<file path="src/shared/lbfc_map.vh">
// Summary of operation
// - interrupt request raised when break-field reception ends
// - break-receive trigger always reads back as zero
// - break-receive trigger self-clears after correct break reception
// - interrupt request raised when break-field transmission ends
// - break-send trigger always reads back as zero
// - break-send trigger self-clears when break transmission ends
// - rewriting a trigger during a break operation restarts that operation
`ifndef LBFC_MAP_VH
`define LBFC_MAP_VH
// break length sent, in bit times
`define LBFC_TX_BREAK_BITS 13
// least low length accepted as a break, in bit times
`define LBFC_RX_BREAK_BITS 11
// default operating clocks per bit time
`define LBFC_BIT_CLKS 16
// reset values
`define LBFC_RST_TXD 1'b1
`define LBFC_RST_IRQ 1'b0
`endif

</file>
<file path="src/hw/lbfc_bit_timer.v">
`timescale 1ns/1ps
// free-running bit-time tick, restarted on demand
module lbfc_bit_timer #(
  parameter CLKS = 16
) (
  // clock and reset
  input  wire        clock,
  input  wire        rst_n,
  // control
  input  wire        restart,
  output reg         tick_q
);
  reg [15:0] cnt_q;
  // count operating clocks, pulse once per bit time
  always @(posedge clock)
  begin
    if (!rst_n || restart)
    begin
      cnt_q  <= 16'h0000;
      tick_q <= 1'b0;
    end
    else if (cnt_q == CLKS[15:0] - 16'h0001)
    begin
      cnt_q  <= 16'h0000;
      tick_q <= 1'b1;
    end
    else
    begin
      cnt_q  <= cnt_q + 16'h0001;
      tick_q <= 1'b0;
    end
  end
endmodule // lbfc_bit_timer

</file>
<file path="src/hw/lbfc_top.v">
`timescale 1ns/1ps
`include "lbfc_map.vh"
// break field send/receive control for a lin serial unit
module lbfc_top #(
  parameter BIT_CLKS = `LBFC_BIT_CLKS,
  parameter TX_BITS  = `LBFC_TX_BREAK_BITS,
  parameter RX_BITS  = `LBFC_RX_BREAK_BITS
) (
  // clock and reset
  input  wire        clock,
  input  wire        rst_n,
  // mode bits
  input  wire        unit_power_on,
  input  wire        transmit_enable_bit,
  input  wire        receive_enable_bit,
  input  wire        bit_order_select,
  input  wire        tx_level_invert,
  // trigger writes, one-cycle strobes carrying a 1
  input  wire        break_receive_trigger,
  input  wire        break_send_trigger,
  // serial data from shifter and receive line
  input  wire        tx_data_bit,
  input  wire        rxd,
  // status
  output reg         break_receive_trigger_rd_q,
  output reg         break_send_trigger_rd_q,
  output reg         break_receive_flag_q,
  output reg         break_send_busy_q,
  output reg         rx_break_irq_q,
  output reg         tx_break_irq_q,
  output reg         rx_break_error_q,
  output reg         msb_first_q,
  output reg         txd_q
);
  // receive sequencer states
  localparam ST_IDLE = 2'h0;
  localparam ST_WAIT = 2'h1;
  localparam ST_LOW  = 2'h2;
  // break lengths and counter ceiling at counter width
  localparam [4:0] RX_LIMIT = RX_BITS[4:0];
  localparam [4:0] TX_LAST  = TX_BITS[4:0] - 5'h01;
  localparam [4:0] CNT_MAX  = 5'h1F;
  reg  [1:0] rx_st_q;
  reg  [1:0] rx_st_d;
  reg  [4:0] rx_cnt_q;
  reg  [4:0] tx_cnt_q;
  wire       rx_tick;
  wire       tx_tick;
  wire       rx_go;
  wire       tx_go;
  wire       rx_ok;
  wire       rx_bad;
  wire [1:0] tmr_restart;
  wire [1:0] tmr_tick;
  genvar     gi;

  // a side may run only with power and its own enable
  function side_on;
    input power;
    input enable;
    begin
      side_on = power && enable;
    end
  endfunction

  // start conditions; restart when rewritten mid-operation
  assign rx_go = break_receive_trigger &&
                 side_on(unit_power_on, receive_enable_bit);
  assign tx_go = break_send_trigger &&
                 side_on(unit_power_on, transmit_enable_bit);

  // receive timer restarts again on the first low sample
  assign tmr_restart[0] = rx_go || (rx_st_q == ST_WAIT && !rxd);
  assign tmr_restart[1] = tx_go;
  assign rx_tick        = tmr_tick[0];
  assign tx_tick        = tmr_tick[1];

  // one bit timer per side, 0 receive and 1 send
  generate
    for (gi = 0; gi < 2; gi = gi + 1)
    begin : g_timer
      lbfc_bit_timer #(.CLKS(BIT_CLKS)) u_timer (
        .clock   (clock),
        .rst_n   (rst_n),
        .restart (tmr_restart[gi]),
        .tick_q  (tmr_tick[gi])
      );
    end
  endgenerate

  // a low run ends; long enough is a break
  assign rx_ok  = rx_st_q == ST_LOW && rxd && rx_cnt_q >= RX_LIMIT;
  assign rx_bad = rx_st_q == ST_LOW && rxd && rx_cnt_q < RX_LIMIT;

  // receive state selection
  always @*
  begin
    rx_st_d = rx_st_q;
    case (rx_st_q)
      ST_IDLE: rx_st_d = ST_IDLE;
      ST_WAIT: if (!rxd) rx_st_d = ST_LOW;
      ST_LOW:  if (rxd) rx_st_d = ST_IDLE;
      default: rx_st_d = ST_IDLE;
    endcase
    if (rx_go)
      rx_st_d = ST_WAIT;
    if (!side_on(unit_power_on, receive_enable_bit))
      rx_st_d = ST_IDLE;
  end

  // break reception sequencing
  always @(posedge clock)
  begin
    if (!rst_n)
    begin
      rx_st_q              <= ST_IDLE;
      rx_cnt_q             <= 5'h00;
      break_receive_flag_q <= 1'b0;
      rx_break_irq_q       <= `LBFC_RST_IRQ;
      rx_break_error_q     <= 1'b0;
    end
    else
    begin
      rx_st_q <= rx_st_d;
      // whole bit times of the low run, saturating
      if (rx_st_q != ST_LOW || rx_go)
        rx_cnt_q <= 5'h00;
      else if (rx_tick && rx_cnt_q != CNT_MAX)
        rx_cnt_q <= rx_cnt_q + 5'h01;
      if (rx_go)
        break_receive_flag_q <= 1'b1;
      else if (rx_ok || rx_st_d == ST_IDLE)
        break_receive_flag_q <= 1'b0;
      rx_break_irq_q   <= rx_ok && !rx_go;
      rx_break_error_q <= rx_bad && !rx_go;
    end
  end

  // break transmission sequencing
  always @(posedge clock)
  begin
    if (!rst_n)
    begin
      break_send_busy_q <= 1'b0;
      tx_cnt_q          <= 5'h00;
      tx_break_irq_q    <= `LBFC_RST_IRQ;
    end
    else if (tx_go)
    begin
      break_send_busy_q <= 1'b1;
      tx_cnt_q          <= 5'h00;
      tx_break_irq_q    <= 1'b0;
    end
    else if (!side_on(unit_power_on, transmit_enable_bit))
    begin
      break_send_busy_q <= 1'b0;
      tx_cnt_q          <= 5'h00;
      tx_break_irq_q    <= 1'b0;
    end
    else if (break_send_busy_q && tx_tick &&
             tx_cnt_q == TX_LAST)
    begin
      break_send_busy_q <= 1'b0;
      tx_cnt_q          <= 5'h00;
      tx_break_irq_q    <= 1'b1;
    end
    else
    begin
      // count sent bit times
      if (break_send_busy_q && tx_tick)
        tx_cnt_q <= tx_cnt_q + 5'h01;
      tx_break_irq_q <= 1'b0;
    end
  end

  // trigger read-back, never shows a written 1
  always @(posedge clock)
  begin
    if (!rst_n)
    begin
      break_receive_trigger_rd_q <= 1'b0;
      break_send_trigger_rd_q    <= 1'b0;
    end
    else
    begin
      break_receive_trigger_rd_q <= 1'b0;
      break_send_trigger_rd_q    <= 1'b0;
    end
  end

  // bit order handed on to the shifter
  // order select
  always @(posedge clock)
  begin
    if (!rst_n)
      msb_first_q <= 1'b0;
    else
      msb_first_q <= bit_order_select;
  end

  // line output; polarity applied last so the break obeys it too
  // level invert
  always @(posedge clock)
  begin
    if (!rst_n)
      txd_q <= `LBFC_RST_TXD;
    else if (!unit_power_on)
      txd_q <= `LBFC_RST_TXD ^ tx_level_invert;
    else if (break_send_busy_q)
      txd_q <= 1'b0 ^ tx_level_invert;
    else
      txd_q <= tx_data_bit ^ tx_level_invert;
  end
endmodule // lbfc_top

</file>
<file path="config.mk">
export PLATFORM = sky130hd
export DESIGN_NAME = lbfc_top
export DESIGN_NICKNAME = d
export VERILOG_FILES = /design/src/hw/lbfc_bit_timer.v /design/src/hw/lbfc_top.v
export VERILOG_INCLUDE_DIRS = /design/src /design/src/shared
export SDC_FILE = /design/constraint.sdc
export NUM_CORES = 1
export LEC_CHECK = 0
export BUFFER_PORTS_ARGS = -buffer_cell sky130_fd_sc_hd__clkbuf_2
export CAP_MARGIN = 10
export CORE_UTILIZATION = 46
export CTS_BUF_LIST = sky130_fd_sc_hd__clkbuf_8
export CTS_CLUSTER_DIAMETER = 50
export DETAILED_ROUTE_END_ITERATION = 10
export MAX_ROUTING_LAYER = met4
export PLACE_DENSITY = 0.76
export SLEW_MARGIN = 5
export SYNTH_ARGS = -nofsm -noshare
export SYNTH_HDL_FRONTEND = slang
export SYNTH_SLANG_ARGS = --single-unit
</file>
<file path="constraint.sdc">
create_clock -name clock -period 2.3 [get_ports clock]
set_input_delay 0.345 -clock clock [delete_from_list [all_inputs] [get_ports clock]]
set_output_delay 0.345 -clock clock [all_outputs]
set_load 0.1 [all_outputs]
</file>
==> impl_metrics.yaml <==
layout:
  utilization_pct: 53.5
  drive_gt1_share_pct: 10.1
  antenna_cells: 0
  num-fill-cells: 451
  fin_area_um2: 2590
  area_growth_pct: 8.88
  nets: 307
  final_common_cell: "dfxtp_1"
  final_cell_mix: "dfxtp_1 (53), nor2_1 (47), xnor2_1 (26)"
place:
  port_buffers: 17
  dpl-instance-area_um2: 2500
  hpwlAfterDp_um: 2750
  place.gp.congestion: 0.814
  pre_cts_ws_ns: 0.534
clocking:
  numCtsBuffers: 5
  clock_latency_ns: 0.30
  cts-resized-gates: 0
  clock_path_buffers: 2
  cts_tree: "yes"
  htree_levels: 2
  post_cts.repair.setup_buffers: 0
  cts-root-buf: "clkbuf_8"
  cts.hold.buffers_added: 0
  clk_pin_slew_ns: 0.09
  cts.sinks: 53
critical_path:
  cp.required_ns: 2.50
  r2r_start: "rx_cnt_q[0]"
  rrSetupSlack_ns: 0.54
  cp-end-kind: "flip-flop"
  cp_data_arrival_time_ns: 1.96
  worstSetupPathType: "reg2reg"
  crit_path_cell_trace: "ha_1 > and3_1 > ha_1 > nor2b_1 > nand4_1 > xor2_1 > nor2_1"
  cp_slowest_stage_delay_ns: 0.36
  r2r_cells: 7
  cp_max_fo: 5
  slowest_stage: "nor2b_1"
  cp_common_cell: "ha_1"
  startpoint_type: "flip-flop"
  r2r_end: "rx_cnt_q[3]"
yosys:
  muxShareOfSynthArea_pct: 1.73
  syn_avg_cell_area_um2: 8.82
  synth_seq_area_share_pct: 44.5
  syn-cell-area_um2: 2380
  yosysWarningCount: 0
  yosys.area_share.adder_pct: 4.73
  ys_types: 34
  synth_top_family_by_area: "simple AND/OR/NAND/NOR gates"
  synth_xor_area_share_pct: 13.2
  ys_ff_latch: 53
  synthSimpleGateAreaFrac_pct: 28.4
  synthCells: 270
  synth_edf_count: 0
  async_flop_share_pct: 0
  synthFlopType: "dfxtp_1"
  synth_area_leaders: "dfxtp_1 (45%), xnor2_1 (9.6%), nor2_1 (7.4%)"
  synth_top_cell_area_share_pct: 44.5
  yosysTopAreaCell: "dfxtp_1"
  synth_compound_area_share_pct: 2.73
sta:
  fin_skew_ns: 0.00407
  setup_viol: 0
  finalMaxSlewViolations: 0
  worst_slew_pin_slew_ns: 0.626
  fin_crit_sh_pct: 76.7
  fin_crit_ns: 1.76
  finalSetupTns_ns: 0
  max_clock_freq_mhz: 567
  hold_viol_final: 0
  worst_slack_ns: 0.536
  rsz0062_at_grt: "no"
  slew-limit-headroom_pct: 58.3
pwr:
  p_leak_nw: 0.917
  swShare_pct: 23.7
  vdd_ir_drop_max_v: 0.000282
  p_seq_share_pct: 60.2
  p_sw_uw: 371
  combPwrFrac_pct: 6.3
  power_mw: 1.56
  p_per_area_nw_per_um2: 602
  p_int_mw: 1.19
  clkPwrFrac_pct: 33.5
min_path:
  min_to: "tx_break_irq_q"
  hold_class: "in2reg"
  hold_path_depth: 2
  hp-start: "break_send_trigger"
routing:
  drtPass1Iterations: 4
  drtIter0Drc: 75
  vias: 1766
  viasPerCell: 4.99
  drc: 0
  drtAntennaViolNets: 0
  wl_um: 3810
  post_drt_wl_per_cell_um: 10.8
floorplan:
  core-area_um2: 4850
  initial_utilization_pct: 49.1
  rows: 25
  die_h_um: 74.0
  die_w_um: 74.0
  io_pins: 20
  dieArea_um2: 5470
run_status:
  status: "finished clean"
grt:
  grt_max_degree: 17
  first_global_vias: 1699
  grt_first_pass_wirelength_um: 6840
  grt-ovfl-total: 0
  antenna_found_initial: 0
  track_usage_pct: 16.8
run:
  maxCapViolations: 0
==> cells in the mapped netlist (2+ instances only) <==
master	number
buf_4	3
nor4_1	14
nand3_1	14
xor2_1	10
nand4_1	15
o21ai_0	2
nor2_2	3
inv_1	15
and3_1	6
mux2i_1	3
dfxtp_1	53
a21oi_1	3
nor3_1	8
nand3b_1	2
nand2_1	15
ha_1	9
nand2b_1	3
clkbuf_1	2
nor2_1	47
xnor2_1	26
nor2b_1	2
and2_1	3
==> power groups by stage <==
stage	clock (mW)	sequential (mW)	combinational (mW)
floorplan	0	0.984	0.0581
global placement	0	0.960	0.0980
detailed placement	0	0.961	0.0986
CTS	0.543	0.940	0.0990
global route	0.570	0.942	0.108
finish	0.524	0.940	0.0985
==> layer usage <==
layer	GRT usage (%)	vias up	part of all wire [%]
met5	-	-	0
met3	4.47	8	3.9
met2	26.9	34	43
li1	-	939	-
met1	19.0	785	51
met4	9.40	0	2.5
==> through the flow <==
step / hold slack, ns / instances
2_1_floorplan: 0.424 / 271
5_1_grt: 0.248 / 354
6_report: 0.251 / 354
4_1_cts: 0.236 / 354
3_5_place_dp: 0.453 / 347
3_3_place_gp: 0.445 / 347
==> layout make-up <==
cell class | instances | area [µm²] | area share (%)
clock inverters | 1 | 7.51 | 0.289
repair buffers | 17 | 85.1 | 3.28
flip-flops and latches | 53 | 1060 | 40.9
clock buffers | 6 | 82.6 | 3.18
inverters | 15 | 56.3 | 2.17
well taps | 67 | 83.8 | 3.23
multi-input cells | 195 | 1220 | 46.9
==> worst max-delay path, delay by kind of cell, from the launching register on <==
kind	cells	cell delay (ns)
XOR/XNOR	1	0.14
adder cells (fa/ha/maj)	2	0.41
flip-flops	1	0.35
AND/OR/NAND/NOR	4	0.76
==> cells by family after synthesis <==
| family | count (synthesis) |
|---|---|
| other cells | 1 |
| compound gates | 10 |
| flops | 53 |
| xor+xnor | 36 |
| mux | 4 |
| buf+inv | 23 |
| simple gates | 134 |
| fa+ha+maj | 9 |
==> registers in the layout, indices dropped and copies added (netlist names) <==
signal and cells:
g_timer.u_timer.cnt_q 32, g_timer.u_timer.tick_q 2, msb_first_q 1, rx_st_q 2, break_send_busy_q 1, rx_break_error_q 1, txd_q 1, break_receive_flag_q 1
rx_cnt_q 5, tx_break_irq_q 1, tx_cnt_q 5, rx_break_irq_q 1
==> worst max-delay path by stage <==
| stage | start | end | slack [ns] | cells after the start |
|---|---|---|---|---|
| floorplan | break_send_busy_q | break_send_busy_q | 0.43 | 5 |
| global route | g_timer[1].u_timer.cnt_q[0] | g_timer[1].u_timer.cnt_q[0] | 0.37 | 5 |
| CTS | rx_cnt_q[0] | rx_cnt_q[3] | 0.52 | 7 |
| global placement | rx_cnt_q[0] | rx_cnt_q[3] | 0.61 | 7 |
| finish | rx_cnt_q[0] | rx_cnt_q[3] | 0.54 | 7 |
| detailed placement | rx_cnt_q[0] | rx_cnt_q[3] | 0.53 | 7 |
(Power assumes the default switching activity.)
